$ cat config.mk
export PLATFORM = sky130hd
export DESIGN_NAME = timer_pwm
export DESIGN_NICKNAME = d
export VERILOG_FILES = /design/src/design/timer_pwm_pkg.sv /design/src/design/timer_pwm.sv
export SDC_FILE = /design/constraint.sdc
export NUM_CORES = 1
export LEC_CHECK = 0
export BUFFER_PORTS_ARGS = -buffer_cell sky130_fd_sc_hd__buf_2
export CAP_MARGIN = 20
export CORE_MARGIN = 2
export CORE_UTILIZATION = 25
export DETAILED_ROUTE_END_ITERATION = 7
export HOLD_SLACK_MARGIN = 0.06
export PLACE_DENSITY_LB_ADDON = 0.1
export SLEW_MARGIN = 30
export SYNTH_ARGS = -nofsm -noshare
export SYNTH_HDL_FRONTEND = slang
export SYNTH_SLANG_ARGS = --single-unit
$ cat constraint.sdc
create_clock -name clk_sys_in -period 3.7 [get_ports clk_sys_in]
set_input_delay 0.74 -clock clk_sys_in [delete_from_list [all_inputs] [get_ports clk_sys_in]]
set_output_delay 0.74 -clock clk_sys_in [all_outputs]
set_load 0.05 [all_outputs]
$ cat src/design/timer_pwm_pkg.sv
// shared constants and types for the pwm timer
package timer_pwm_pkg;

    // ----------------------------------------------------------------
    // register byte offsets
    // ----------------------------------------------------------------
    localparam logic [4:0] REG_START = 5'h00;
    localparam logic [4:0] REG_MODE = 5'h04;
    localparam logic [4:0] REG_VALUE = 5'h08;
    localparam logic [4:0] REG_TRIG = 5'h0C;
    localparam logic [4:0] REG_PRESC = 5'h10;
    localparam logic [4:0] REG_STATUS = 5'h14;

    // ----------------------------------------------------------------
    // field positions
    // ----------------------------------------------------------------
    localparam int RUN_BIT = 0;
    localparam int MODE_EIGHT_BIT = 0;
    localparam int MODE_TRIG_CFG = 1;
    localparam int MODE_SRC_LSB = 2;
    localparam int ST_COUNTING_BIT = 0;
    localparam int ST_PULSE_BIT = 1;
    localparam int ST_ARMED_BIT = 2;

    // ----------------------------------------------------------------
    // counts
    // ----------------------------------------------------------------
    localparam logic [15:0] PHASE16_TOP = 16'hFFFE;
    localparam logic [15:0] PHASE8_TOP = 16'h00FE;
    localparam logic [2:0] EIGHTH_LAST = 3'h7;
    localparam int SUB_DIV_DEF = 32;

    // ----------------------------------------------------------------
    // types
    // ----------------------------------------------------------------
    typedef enum logic [1:0] {
        SRC_UNDIV,
        SRC_EIGHTH,
        SRC_PRESC,
        SRC_SUB32
    } src_t;

    localparam logic [1:0] TRIG_PIN = 2'h0;
    localparam logic [1:0] TRIG_NEIGH = 2'h1;
    localparam logic [1:0] TRIG_OTHER_A = 2'h2;
    localparam logic [1:0] TRIG_OTHER_B = 2'h3;

    typedef enum logic [1:0] {
        ST_STOP,
        ST_ARMED,
        ST_RUN
    } run_state_t;

    typedef struct packed {
        logic read;
        logic write;
        logic [4:0] address;
        logic [31:0] writedata;
    } avm_req_t;

endpackage

$ cat src/design/timer_pwm.sv
// pwm mode timer with avalon-mm register slave
//
// Operation
// counter counts down on count source ticks
// sixteen-bit or eight-bit with eight-bit prescale
// rising output edge reloads counter, counting continues
// triggers during counting are ignored
// sixteen-bit high time is n ticks
// sixteen-bit period is 65535 ticks
// eight-bit high time is n times (m+1)
// eight-bit period is 255 times (m+1)
// software puts m in low byte
// software puts n in high byte
// run flag plus trigger starts counting
// clearing run flag stops counter
// interrupt request on output falling edge; code raises none when clearing the run flag drops the output
// value register reads back undefined
// stopped write loads reload and counter
// running write loads reload only
// selectable count source and prescaler divide
// trigger config bit used only for pin
// trigger source select chooses three sources; code selects among four (pin and three timer inputs)
// output pin is pulse only
// zero width keeps output low
`timescale 1ns/1ps
module timer_pwm #(
    parameter int SUB_DIV = timer_pwm_pkg::SUB_DIV_DEF
) (
    input wire logic clk_sys_in,
    input wire logic rstn_in,
    input wire timer_pwm_pkg::avm_req_t avs_req_in,
    output logic [31:0] avs_readdata_out,
    output logic avs_waitrequest_out,
    input wire logic trigger_input_pin_in,
    input wire logic subclock_in,
    input wire logic neighbour_second_timer_in,
    input wire logic other_timer_a_in,
    input wire logic other_timer_b_in,
    output logic pulse_output_pin_out,
    output logic irq_req_out
);
    import timer_pwm_pkg::*;

    localparam int SW = (SUB_DIV > 1) ? $clog2(SUB_DIV) : 1;

    if (SUB_DIV < 2) begin : g_bad_sub_div
        $error("SUB_DIV must be at least 2");
    end

    // ----------------------------------------------------------------
    // registers
    // ----------------------------------------------------------------
    logic run_flag;
    logic eight_bit;
    logic trigger_config_bit;
    src_t src_sel;
    logic [1:0] trig_sel;
    logic [3:0] prescale_divider_field;
    logic [15:0] reload;

    run_state_t state;
    logic [15:0] phase;
    logic [15:0] width;
    logic [7:0] pre;
    logic [7:0] m_q;

    logic acc;
    logic wr;
    logic wr_val;
    logic [15:0] wdata16;
    logic [31:0] next_rdata;

    assign acc = (avs_req_in.read | avs_req_in.write) & ~avs_waitrequest_out;
    assign wr = acc & avs_req_in.write;
    assign wr_val = wr && (avs_req_in.address == REG_VALUE);
    assign wdata16 = avs_req_in.writedata[15:0];

    // ----------------------------------------------------------------
    // bus slave
    // ----------------------------------------------------------------
    // one wait cycle per access keeps read data off a combinational path
    always_ff @(posedge clk_sys_in or negedge rstn_in) begin
        if (!rstn_in) begin
            avs_waitrequest_out <= 1'b1;
            avs_readdata_out <= 32'h0;
        end else if ((avs_req_in.read | avs_req_in.write)
                     && avs_waitrequest_out) begin
            avs_waitrequest_out <= 1'b0;
            avs_readdata_out <= next_rdata;
        end else begin
            avs_waitrequest_out <= 1'b1;
        end
    end

    always_comb begin
        next_rdata = 32'h0;
        unique case (avs_req_in.address)
            REG_START: next_rdata[RUN_BIT] = run_flag;
            REG_MODE: begin
                next_rdata[MODE_EIGHT_BIT] = eight_bit;
                next_rdata[MODE_TRIG_CFG] = trigger_config_bit;
                next_rdata[MODE_SRC_LSB +: 2] = src_sel;
            end
            REG_TRIG: next_rdata[1:0] = trig_sel;
            REG_PRESC: next_rdata[3:0] = prescale_divider_field;
            REG_STATUS: begin
                next_rdata[ST_COUNTING_BIT] = (state == ST_RUN);
                next_rdata[ST_PULSE_BIT] = pulse_output_pin_out;
                next_rdata[ST_ARMED_BIT] = (state == ST_ARMED);
            end
            // live count is not offered; value reads as zero
            default: next_rdata = 32'h0;
        endcase
    end

    always_ff @(posedge clk_sys_in or negedge rstn_in) begin
        if (!rstn_in) begin
            run_flag <= 1'b0;
            eight_bit <= 1'b0;
            trigger_config_bit <= 1'b0;
            src_sel <= SRC_UNDIV;
            trig_sel <= TRIG_PIN;
            prescale_divider_field <= 4'h0;
        end else if (wr) begin
            unique case (avs_req_in.address)
                REG_START: run_flag <= avs_req_in.writedata[RUN_BIT];
                REG_MODE: begin
                    eight_bit <= avs_req_in.writedata[MODE_EIGHT_BIT];
                    trigger_config_bit <=
                        avs_req_in.writedata[MODE_TRIG_CFG];
                    src_sel <= src_t'(avs_req_in.writedata[MODE_SRC_LSB +: 2]);
                end
                REG_TRIG: trig_sel <= avs_req_in.writedata[1:0];
                REG_PRESC: prescale_divider_field <=
                    avs_req_in.writedata[3:0];
                default: ;
            endcase
        end
    end

    // low byte holds m, high byte n in eight-bit operation
    always_ff @(posedge clk_sys_in or negedge rstn_in) begin
        if (!rstn_in) begin
            reload <= 16'h0;
        end else if (wr_val) begin
            reload <= wdata16;
        end
    end

    // ----------------------------------------------------------------
    // synchronisers
    // ----------------------------------------------------------------
    logic pin_s1;
    logic pin_s2;
    logic pin_s3;
    logic sub_s1;
    logic sub_s2;
    logic sub_s3;

    always_ff @(posedge clk_sys_in or negedge rstn_in) begin
        if (!rstn_in) begin
            pin_s1 <= 1'b0;
            pin_s2 <= 1'b0;
            pin_s3 <= 1'b0;
            sub_s1 <= 1'b0;
            sub_s2 <= 1'b0;
            sub_s3 <= 1'b0;
        end else begin
            pin_s1 <= trigger_input_pin_in;
            pin_s2 <= pin_s1;
            pin_s3 <= pin_s2;
            sub_s1 <= subclock_in;
            sub_s2 <= sub_s1;
            sub_s3 <= sub_s2;
        end
    end

    // ----------------------------------------------------------------
    // count source
    // ----------------------------------------------------------------
    logic [2:0] div8;
    logic [4:0] pcnt;
    logic [SW-1:0] scnt;
    logic tick_presc;
    logic tick_sub;
    logic tick;

    assign tick_presc = (prescale_divider_field == 4'h0)
        || (pcnt == {prescale_divider_field, 1'b0} - 5'h01);
    assign tick_sub = sub_s2 && !sub_s3
        && (scnt == SW'(SUB_DIV - 1));

    always_ff @(posedge clk_sys_in or negedge rstn_in) begin
        if (!rstn_in) begin
            div8 <= 3'h0;
            pcnt <= 5'h00;
            scnt <= '0;
        end else begin
            div8 <= div8 + 3'h1;
            pcnt <= tick_presc ? 5'h00 : pcnt + 5'h01;
            if (sub_s2 && !sub_s3) begin
                scnt <= tick_sub ? '0 : scnt + SW'(1);
            end
        end
    end

    always_comb begin
        unique case (src_sel)
            SRC_UNDIV: tick = 1'b1;
            SRC_EIGHTH: tick = (div8 == EIGHTH_LAST);
            SRC_PRESC: tick = tick_presc;
            SRC_SUB32: tick = tick_sub;
        endcase
    end

    // ----------------------------------------------------------------
    // trigger
    // ----------------------------------------------------------------
    logic pin_edge;
    logic trig;

    // config bit high picks the rising pin edge, low the falling one
    assign pin_edge = trigger_config_bit ? (pin_s2 && !pin_s3)
                                         : (!pin_s2 && pin_s3);

    always_comb begin
        unique case (trig_sel)
            TRIG_PIN: trig = pin_edge;
            TRIG_NEIGH: trig = neighbour_second_timer_in;
            TRIG_OTHER_A: trig = other_timer_a_in;
            TRIG_OTHER_B: trig = other_timer_b_in;
        endcase
    end

    // ----------------------------------------------------------------
    // modulator
    // ----------------------------------------------------------------
    logic step;
    logic [15:0] cur_w;
    logic [7:0] cur_m;
    logic fall_evt;

    assign cur_w = eight_bit ? {8'h00, reload[15:8]} : reload;
    assign cur_m = reload[7:0];
    assign step = eight_bit ? (tick && pre == 8'h00) : tick;
    assign fall_evt = state == ST_RUN && run_flag && step
        && phase != 16'h0 && pulse_output_pin_out && width < 16'h0002;

    always_ff @(posedge clk_sys_in or negedge rstn_in) begin
        if (!rstn_in) begin
            state <= ST_STOP;
            phase <= 16'h0;
            width <= 16'h0;
            pre <= 8'h00;
            m_q <= 8'h00;
            pulse_output_pin_out <= 1'b0;
        end else begin
            unique case (state)
                ST_STOP: begin
                    pulse_output_pin_out <= 1'b0;
                    if (wr_val) begin
                        width <= eight_bit ? {8'h00, wdata16[15:8]}
                                           : wdata16;
                    end
                    if (run_flag) begin
                        state <= ST_ARMED;
                    end
                end
                ST_ARMED: begin
                    if (!run_flag) begin
                        state <= ST_STOP;
                    end else if (trig) begin
                        state <= ST_RUN;
                        phase <= eight_bit ? PHASE8_TOP : PHASE16_TOP;
                        width <= cur_w;
                        pre <= cur_m;
                        m_q <= cur_m;
                        pulse_output_pin_out <= (cur_w != 16'h0);
                    end
                end
                ST_RUN: begin
                    if (!run_flag) begin
                        state <= ST_STOP;
                        pulse_output_pin_out <= 1'b0;
                    end else begin
                        // trig is not looked at here
                        if (eight_bit && tick) begin
                            pre <= (pre == 8'h00) ? m_q : pre - 8'h01;
                        end
                        if (step && phase == 16'h0) begin

                            phase <= eight_bit ? PHASE8_TOP : PHASE16_TOP;
                            width <= cur_w;
                            pre <= cur_m;
                            m_q <= cur_m;
                            pulse_output_pin_out <= (cur_w != 16'h0);
                        end else if (step) begin
                            phase <= phase - 16'h0001;
                            if (width != 16'h0) begin
                                width <= width - 16'h0001;
                            end
                            pulse_output_pin_out <= (width > 16'h0001);
                        end
                    end
                end
                default: state <= ST_STOP;
            endcase
        end
    end

    always_ff @(posedge clk_sys_in or negedge rstn_in) begin
        if (!rstn_in) begin
            irq_req_out <= 1'b0;
        end else begin
            irq_req_out <= fall_evt;
        end
    end
endmodule

==> results by group, run 1 <==
STA
  – Worst clock skew on the final layout: 0.0102 ns
  – Worst slew pin tran: about 0.73 ns
  – Final count of negative-setup-slack endpoints: 0
  – Final count of pins violating max slew: 0
  – Min cycle time layout: 3.47 ns
  – Fmax: 0.288 GHz
  – Worst max-slew margin expressed relative to the limit: between 50% and 60%
  – Aggregate negative setup slack: 0 ns
  – Final Hold Fails: 0
  – Tcrit/Tclk final: between 90% and 100%
  – RSZ-0062 raised after global routing: false

Floorplan
  – Number of core rows: 57
  – Initial standard-cell utilization of the core: 25.4%
  – Width of the die: 161 um
  – CORE AREA: 0.0242 mm2
  – Vertical extent of the die: around 160 um
  – Number of top-level pins: 81
  – Area of the die: 0.0259 mm2

Layout
  – Diodes inserted: 0
  – Synth-to-layout area growth: 13.4%
  – Fillers: 2591
  – Ratio of cells with drive above 1 in the final layout: 18.6%
  – Final Instance Count excl. Fillers: 1016
  – Final #Nets: 747

Worst hold path
  – Startpoint of the tightest hold check path: pin_s1$_DFF_PN0_
  – Min-Delay Path Class: reg2reg
  – Number of cells on the worst hold path: 0

Clock network
  – H-tree depth reported by CTS: 3
  – Clock transition at the registers of the reported paths: 0.07 ns
  – Quantity of hold-fixing buffers added after cts: 0
  – Total setup buffers inserted after CTS: 0
  – Total clock buffers created by CTS: 9
  – TritonCTS clock tree: yes
  – Cells resized by post-CTS repair: 0
  – Deepest clock path buffer count: 2
  – Root buffer cell: clkbuf_16
  – CTS sink count: 103
  – Clk Latency, worst-skew pair: ~0.36 ns

Run
  – Maximum capacitance violations: 0

GRT
  – Pin count of the biggest net entering global routing: 54
  – Combined global-route utilization of all metal layers: 12.8%
  – Number of antenna violations at the first check in global routing: 0
  – Wire length of the first global-routing pass: 26.2 mm
  – Number of global-route vias before repair: around 4700
  – Overflow left after global routing: 0

Synthesis
  – Proportion of synthesized chip area in sequential cells: between 40% and 50%
  – YS warnings: 0
  – Leading area contributor after synthesis: dfrtp_1
  – Share of synthesized registers carrying an async set or reset: 100%
  – Synth Instances: 650
  – Combined area of all synthesized cells: approximately 0.0062 mm2
  – Fraction of synthesized cell area taken by the top area cell type: 41.4%
  – Most frequently used cell type in the post-synthesis netlist: dfrtp_1
  – List of most frequent post-synthesis cells: 102 x dfrtp_1, 69 x nand2_1, 47 x nor2_1
  – Top flip-flop cell by instance count after synthesis: dfrtp_1
  – Library cells used by synthesis: between 60 and 70
  – Mean cell area of the mapped netlist: 9.49 um2
  – Main area contributors after synthesis: dfrtp_1 41%, mux2_2 8.0%, nand2_1 4.2%, mux2i_1 3.7%, buf_4 3.4%
  – Number of enable flip-flop cells after synthesis: 0
  – Flops & latches, synth: between 100 and 150

Placement
  – Weighted congestion reported at the end of routability-driven placement: 0.798
  – Buffers added on ports: 36
  – Cell Count Post-Placement: 1000
  – Estimated wirelength of the detail-placed design: 12.0 mm

Routing
  – Count of antenna-violating nets left after detailed routing: 0
  – Routed WL per cell: 15.9 um
  – DRC violation count after routing: 0
  – Detailed-router iteration count before antenna repair: 4
  – Vias: 4818
  – 1st-iter DRT viols: 194
  – Routed wire length: 16.2 mm
  – Via-to-Cell Ratio: roughly 4.7

Setup path
  – Critical Path Fanout Max: 12
  – Kind of capture point of the worst setup path: register
  – Classification of the worst setup path: reg2reg
  – Launching element of the worst setup path: phase[3]$_DFFE_PN0P_
  – R2R Path Start: phase[3]$_DFFE_PN0P_
  – R2r worst-path depth: 6
  – Worst path required time: a little under 4 ns
  – Arr. time, crit path: 3.71 ns
  – Kind of start point of the critical path: register

Run status
  – Outcome: complete, no violations

Power
  – PwrDens: 660 mW/mm2
  – Leakage dissipation: 2.99 nW
  – Peak VDD IR: about 0.00023 V
  – Total chip power: 0.00461 W
[worst max-delay path, stage by stage, from the launching register on]
cell and delay, ns:
dfrtp_1 0.44, or4_1 0.61, or4_1 0.69, a2111oi_4 0.46, a21o_1 0.33, nand2_1 0.41, mux2_2 0.41
[layer usage]
layer  up-vias  share of wire [%]  GRT usage [%]
met2        67                 48           20.5
li1       2377                  -              -
met4         0                1.6           4.18
met1      2359                 48           17.6
met5         -                  0              0
met3        15                2.5           2.31
[state kept, by name, summed over array words and instances, names as in the netlist, 2 cells and up]
| signal | count |
|---|---|
| state | 2 |
| width | 16 |
| phase | 16 |
| trig_sel | 2 |
| src_sel | 2 |
| pcnt | 5 |
| avs_readdata_out | 4 |
| reload | 16 |
| scnt | 5 |
| pre | 8 |
| m_q | 8 |
| div8 | 3 |
| prescale_divider_field | 4 |
[metrics by stage]
stage               util [%]  hold WS [ns]  instance area [um2]  setup WS (ns)
finish                  28.8         0.352                 6990          0.228
global route            28.8         0.362                 6990         0.0191
CTS                     28.8         0.355                 6990          0.190
detailed placement      27.5         0.339                 6660          0.208
global placement        27.5         0.332                 6660          0.235
floorplan                  -         0.331                 6270          0.316
[report_power, final]
part	switching (W)	total, W	internal (W)
registers	0.000338	0.00176	0.00142
logic	0.00104	0.00179	0.000751
clock network	0.000467	0.00107	0.000602
total	0.00184	0.00461	0.00277
[layout by cell type, fill, tap and decap left out, types with 13 or more instances in the layout]
master / instances
dfrtp_1: 102
nor4_1: 16
inv_1: 27
nor2_1: 47
xnor2_1: 13
nor3_1: 17
mux2_2: 44
mux2i_1: 23
conb_1: 28
a21oi_1: 34
buf_2: 35
a31oi_1: 16
nand2_1: 69
buf_4: 17
ha_1: 14
o21ai_0: 28
nand3_1: 18
[final timing paths]
| kind | end | slack, ns |
|---|---|---|
| max in group asynchronous | avs_waitrequest_out$_DFF_PN1_ | 2.50 |
| worst max-delay path | m_q[1]$_DFFE_PN0P_ | 0.23 |
| worst min-delay path | pin_s2$_DFF_PN0_ | 0.35 |
| worst min register to register | pin_s2$_DFF_PN0_ | 0.35 |
| min in group asynchronous | phase[3]$_DFFE_PN0P_ | 0.43 |
| worst max register to register | m_q[1]$_DFFE_PN0P_ | 0.23 |
[final cells by class]
type / instances / area [um2] / area share, %
clock buffers: 9 / 225 / 3.22
clock inverters: 7 / 104 / 1.49
inverters: 27 / 101 / 1.45
multi-input cells: 493 / 3250 / 46.5
flip-flops and latches: 103 / 2580 / 36.9
well taps: 324 / 405 / 5.80
repair buffers: 53 / 323 / 4.62
[logic make-up (layout without fill, tap and decap cells)]
family	Yosys count	after routing	share of synthesized area (%)
XOR/XNOR	25	25	3.55
AO/OA/AOI/OAI	144	144	15.5
flip-flops	103	103	41.8
multiplexers	68	68	12.0
buffers and inverters	81	96	7.08
adder cells (fa/ha/maj)	14	14	2.84
other	1	28	0.0608
AND/OR/NAND/NOR	214	214	17.1
(Power assumes the default switching activity.)
==> inputs of run 2 (changes only) <==
CORE_MARGIN = 4   (was 2)
==> results by group, run 2 (synthesized netlist as in run 1, its figures left out) <==
Routing
  – Count of antenna-violating nets left after detailed routing: 0 (unchanged)
  – 1st-iter DRT viols: 243 (+25%)
  – Via-to-Cell Ratio: 4.75 (+0.13%)
  – Detailed-router iteration count before antenna repair: 4 (unchanged)
  – Routed WL per cell: 16.5 um (+3.4%)
  – DRC violation count after routing: 0 (unchanged)
  – Routed wire length: 16.8 mm (+3.5%)
  – Vias: 4829 (+0.23%)

Layout
  – Diodes inserted: 0 (unchanged)
  – Final #Nets: 748 (+0.13%)
  – Commonest non-fill, non-tap cells in the layout: 102 x dfrtp_1, 68 x nand2_1, 47 x nor2_1
  – Synth-to-layout area growth: 13.3% (about the same)
  – Register area: 0.00258 mm2 (unchanged)
  – Ratio of cells with drive above 1 in the final layout: 18.6% (-0.027 points)
  – Fillers: 2555 (-1.4%)
  – Area occupied by multi-input gates: 0.00325 mm2 (about the same)
  – Most common cell after layout, fill and taps aside: dfrtp_1
  – Registers with the most flip-flops: phase (16), reload (16), width (16)

Setup path
  – Critical Path Fanout Max: 12 (unchanged)
  – Number of buffers and inverters on the critical path: 0 (unchanged)
  – Cell-by-cell listing of the critical path: or4_1 -> or4_1 -> nor3_1 -> and3_1 -> nor3_1 -> a311o_1 -> mux2_2
  – Master of the slowest instance on the critical path: or4_1
  – Arr. time, crit path: 3.62 ns (-0.09 ns)
  – Kind of start point of the critical path: register
  – Worst path required time: 3.94 ns (about the same)
  – Largest stage delay, worst path: 0.68 ns (about the same)
  – Kind of capture point of the worst setup path: register
  – Classification of the worst setup path: reg2reg
  – CP top delay family: simple AND/OR/NAND/NOR gates

Clock network
  – CTS sink count: 103 (unchanged)
  – Root buffer cell: clkbuf_16
  – Total clock buffers created by CTS: 9 (unchanged)
  – Clock transition at the registers of the reported paths: 0.07 ns (about the same)
  – H-tree depth reported by CTS: 3 (unchanged)
  – TritonCTS clock tree: yes
  – Deepest clock path buffer count: 2 (unchanged)
  – Clk Latency, worst-skew pair: 0.36 ns (about the same)
  – Total setup buffers inserted after CTS: 0 (unchanged)

STA
  – Aggregate negative setup slack: 0 ns (unchanged)
  – Final count of negative-setup-slack endpoints: 0 (unchanged)
  – Worst clock skew on the final layout: 0.00973 ns (-0.000493 ns)
  – Worst slew pin tran: 0.739 ns (+0.00825 ns)
  – Final count of pins violating max slew: 0 (unchanged)
  – Min cycle time layout: 3.38 ns (-0.0937 ns)
  – Fmax: 0.296 GHz (+2.8%)
  – RSZ-0062 raised after global routing: false
  – Tcrit/Tclk final: 91.3% (-2.5 points)
  – Worst max-slew margin expressed relative to the limit: 50.7% (-0.55 points)
  – Setup slack of the critical path after layout: 0.322 ns (+0.0937 ns)
  – Final Hold Fails: 0 (unchanged)

Run
  – Maximum capacitance violations: 0 (unchanged)

GRT
  – Wire length of the first global-routing pass: 27.7 mm (+5.9%)
  – Combined global-route utilization of all metal layers: 12.9% (+0.059 points)
  – Overflow left after global routing: 0 (unchanged)
  – Pin count of the biggest net entering global routing: 74 (+37%)
  – Number of global-route vias before repair: 4948 (+4.4%)
  – Number of antenna violations at the first check in global routing: 0 (unchanged)

Placement
  – Estimated wirelength of the detail-placed design: 12.3 mm (+2.3%)
  – Minimum setup slack after placement: 0.175 ns (-0.0330 ns)
  – Buffers added on ports: 36 (unchanged)
  – Weighted congestion reported at the end of routability-driven placement: 0.770 (-3.5%)

Power
  – Total chip power: 0.00462 W (+0.17%)
  – Peak VDD IR: 0.000224 V (-0.69%)
  – Leakage dissipation: 2.99 nW (+0.17%)
  – PwrDens: 662 mW/mm2 (+0.22%)

Floorplan
  – Initial standard-cell utilization of the core: 25.4% (-0.075 points)
  – Number of top-level pins: 81 (unchanged)
  – Vertical extent of the die: 165 um (+2.5%)
  – Area of the die: 0.0272 mm2 (+5.0%)
  – Width of the die: 165 um (+2.5%)
  – Number of core rows: 57 (unchanged)
  – CORE AREA: 0.0243 mm2 (+0.29%)

Run status
  – Outcome: complete, no violations

Worst hold path
  – Min-Delay Path Class: reg2reg
run 2: area by class of cell:
type | count | area share, %
multi-input cells | 493 | 46.6
flip-flops and latches | 103 | 36.9
well taps | 324 | 5.80
repair buffers | 54 | 4.60
clock buffers | 12 | 3.53
inverters | 27 | 1.45
clock inverters | 4 | 1.11
run 2: per-stage QoR:
step           instances  utilization [%]  instance area, um2  hold slack [ns]
4_1_cts             1017             28.7                6980            0.359
3_3_place_gp        1001             27.4                6660            0.334
3_5_place_dp        1001             27.4                6660            0.341
2_1_floorplan        677                -                6270            0.331
5_1_grt             1017             28.7                6990            0.363
6_report            1017             28.7                6990            0.353
run 2: worst register-to-register path, cell delays in order, from the launching register on:
cell     delay (ns)
dfrtp_1        0.44
or4_1          0.61
or4_1          0.68
nor3_1         0.37
and3_1         0.48
nor3_1         0.10
a311o_1        0.30
mux2_2         0.27
run 2: final timing paths:
check / endpoint / depth (start not counted) / from / slack [ns]
setup / recovery: width[10]$_DFFE_PN0P_ / 7 / phase[3]$_DFFE_PN0P_ / 0.32
hold reg to reg: pin_s2$_DFF_PN0_ / 0 / pin_s1$_DFF_PN0_ / 0.35
min in group asynchronous: phase[4]$_DFFE_PN0P_ / 1 / rstn_in / 0.38
max in group asynchronous: pre[7]$_DFFE_PN0P_ / 2 / rstn_in / 2.56
hold / removal: pin_s2$_DFF_PN0_ / 0 / pin_s1$_DFF_PN0_ / 0.35
setup reg to reg: width[10]$_DFFE_PN0P_ / 7 / phase[3]$_DFFE_PN0P_ / 0.32
run 2: report_power, final:
| group | switching (W) | total, W | internal (W) |
|---|---|---|---|
| clock network | 0.000451 | 0.00107 | 0.000617 |
| registers | 0.000342 | 0.00176 | 0.00142 |
| logic | 0.00104 | 0.00179 | 0.000749 |
run 2: per-layer routing:
layer	wire [um]	GRT usage [%]	vias up
met5	0	0	-
met1	7990	17.5	2383
li1	-	-	2378
met2	8230	21.3	54
met4	155	3.40	0
met3	388	1.97	14
run 2: what timing repair did:
item | in CTS | in global routing
hold buffers | 0 | 0
gates resized for setup | 0 | 1
endpoints found under the setup margin | 0 | 8
==> inputs of run 3 (changes only) <==
==> constraint.sdc (replaced) <==
create_clock -name clk_sys_in -period 3.7 [get_ports clk_sys_in]
set_input_delay 0.185 -clock clk_sys_in [delete_from_list [all_inputs] [get_ports clk_sys_in]]
set_output_delay 0.185 -clock clk_sys_in [all_outputs]
set_load 0.05 [all_outputs]
==> results by group, run 3 (synthesized netlist as in run 1, its figures left out) <==
Clock network
  – TritonCTS clock tree: yes
  – Total clock buffers created by CTS: 9 (unchanged)
  – CTS sink count: 103 (unchanged)
  – H-tree depth reported by CTS: 3 (unchanged)
  – Quantity of hold-fixing buffers added after cts: 3 (+3)
  – Deepest clock path buffer count: 2 (unchanged)
  – Clk Latency, worst-skew pair: 0.36 ns (about the same)
  – Cells resized by post-CTS repair: 0 (unchanged)
  – Total setup buffers inserted after CTS: 0 (unchanged)
  – Clock transition at the registers of the reported paths: 0.07 ns (about the same)
  – Root buffer cell: clkbuf_16

Layout
  – Most common cell after layout, fill and taps aside: dfrtp_1
  – Registers with the most flip-flops: phase (16), reload (16), width (16)
  – Final instance area: 0.00700 mm2 (+0.21%)
  – Ratio of cells with drive above 1 in the final layout: 18.8% (+0.21 points)
  – Final #Nets: 751 (+0.40%)
  – Diodes inserted: 0 (unchanged)
  – Synth-to-layout area growth: 13.5%
  – Commonest non-fill, non-tap cells in the layout: 102 x dfrtp_1, 69 x nand2_1, 47 x nor2_1

Routing
  – DRC violation count after routing: 0 (unchanged)
  – Routed WL per cell: 16.4 um (-0.63%)
  – 1st-iter DRT viols: 212 (-13%)
  – Count of antenna-violating nets left after detailed routing: 0 (unchanged)
  – Routed wire length: 16.7 mm (-0.34%)
  – Via-to-Cell Ratio: 4.76 (+0.28%)
  – Vias: 4857 (+0.58%)
  – Detailed-router iteration count before antenna repair: 4 (unchanged)

Setup path
  – Largest stage delay, worst path: 0.69 ns (about the same)
  – R2r worst-path depth: 6 (-1)
  – Master of the slowest instance on the critical path: or4_1
  – Kind of start point of the critical path: register
  – R2R Path Start: phase[3]$_DFFE_PN0P_
  – Launching element of the worst setup path: phase[3]$_DFFE_PN0P_
  – Critical path destination: m_q[1]$_DFFE_PN0P_
  – Kind of capture point of the worst setup path: register
  – Most used cell, CP: or4_1
  – Worst path required time: 3.94 ns (about the same)
  – Classification of the worst setup path: reg2reg
  – Critical Path Fanout Max: 12 (unchanged)
  – Arr. time, crit path: 3.73 ns (+0.11 ns)
  – Reg-to-Reg End: m_q[1]$_DFFE_PN0P_
  – Worst R2R Setup Slack: 0.20 ns (-0.12 ns)
  – Cell-by-cell listing of the critical path: or4_1 -> or4_1 -> a2111oi_4 -> a21o_1 -> nand2_1 -> mux2_2

STA
  – Aggregate negative setup slack: 0 ns (unchanged)
  – Tcrit/Tclk final: 94.5% (+3.2 points)
  – Final count of negative-setup-slack endpoints: 0 (unchanged)
  – Fmax: 0.286 GHz (-3.4%)
  – Setup slack of the critical path after layout: 0.202 ns (-0.120 ns)
  – Final count of pins violating max slew: 0 (unchanged)
  – RSZ-0062 raised after global routing: false
  – Min cycle time layout: 3.50 ns (+0.120 ns)
  – Worst slew pin tran: 0.755 ns (+0.0161 ns)
  – Final Hold Fails: 0 (unchanged)
  – Worst max-slew margin expressed relative to the limit: 49.7% (-1.1 points)
  – Worst clock skew on the final layout: 0.0121 ns (+0.00234 ns)

GRT
  – Overflow left after global routing: 0 (unchanged)
  – Number of antenna violations at the first check in global routing: 0 (unchanged)
  – Combined global-route utilization of all metal layers: 12.9% (+0.016 points)
  – Number of global-route vias before repair: 5018 (+1.4%)
  – Wire length of the first global-routing pass: 27.7 mm (about the same)
  – Pin count of the biggest net entering global routing: 53 (-28%)

Placement
  – Weighted congestion reported at the end of routability-driven placement: 0.808 (+5.0%)
  – Area of placed instances: 0.00666 mm2 (about the same)
  – Buffers added on ports: 36 (unchanged)
  – Estimated wirelength of the detail-placed design: 12.4 mm (+1.0%)
  – Minimum setup slack after placement: 0.213 ns (+0.0383 ns)

Floorplan
  – Area of the die: 0.0272 mm2 (unchanged)
  – Width of the die: 165 um (unchanged)
  – Initial standard-cell utilization of the core: 25.4% (unchanged)
  – Number of top-level pins: 81 (unchanged)
  – Number of core rows: 57 (unchanged)
  – Vertical extent of the die: 165 um (unchanged)
  – CORE AREA: 0.0243 mm2 (unchanged)

Run status
  – Outcome: complete, no violations

Power
  – Peak VDD IR: 0.000225 V (+0.51%)
  – Leakage dissipation: 3.00 nW (+0.18%)
  – PwrDens: 653 mW/mm2 (-1.4%)

Run
  – Maximum capacitance violations: 0 (unchanged)

Worst hold path
  – Min-Delay Path Class: in2reg
[run 3: cell type report]
type / instances / area (um2)
Timing Repair Buffer: 57 / 348
Multi-Input combinational cell: 493 / 3260
Clock inverter: 5 / 56.3
Tap cell: 324 / 405
Sequential cell: 103 / 2580
Inverter: 27 / 101
Clock buffer: 11 / 253
Fill cell: 2534 / 17300
[run 3: metal layers]
layer,global-route usage (%),wire length (um),up-vias
met3,1.75,335,23
met4,4.88,345,0
met5,0,0,-
met2,21.1,8060,54
li1,-,-,2385
met1,17.3,7980,2395
[run 3: power breakdown]
| part | switching (W) | internal, W |
|---|---|---|
| Sequential | 0.000347 | 0.00142 |
| Combinational | 0.00104 | 0.000752 |
| Clock | 0.000446 | 0.000561 |
| Total | 0.00183 | 0.00273 |
[run 3: worst min-delay path by stage]
| stage | cells past startpoint | to | startpoint |
|---|---|---|---|
| floorplan | 0 | avs_readdata_out[0]$_DFFE_PN0P_ | rstn_in |
| global placement | 1 | sub_s1$_DFF_PN0_ | subclock_in |
| detailed placement | 1 | pin_s1$_DFF_PN0_ | trigger_input_pin_in |
| CTS | 2 | reload[7]$_DFFE_PN0P_ | avs_req_in[7] |
| global route | 2 | reload[7]$_DFFE_PN0P_ | avs_req_in[7] |
| finish | 2 | reload[7]$_DFFE_PN0P_ | avs_req_in[7] |
[run 3: critical path: cells and delay by family, from the launching register on]
kind            cells  cell delay (ns)
compound gates      2             0.80
flops               1             0.44
mux                 1             0.41
simple gates        3             1.73
[run 3: stage by stage]
stage	hold WS, ns	instances	utilization, %	power, W
5_1_grt	0.0780	1020	28.8	0.00496
3_3_place_gp	0.294	1001	27.4	0.00356
4_1_cts	0.0715	1020	28.8	0.00464
3_5_place_dp	0.294	1001	27.4	0.00360
6_report	0.0869	1020	28.8	0.00457
2_1_floorplan	-0.111	677	-	0.00308
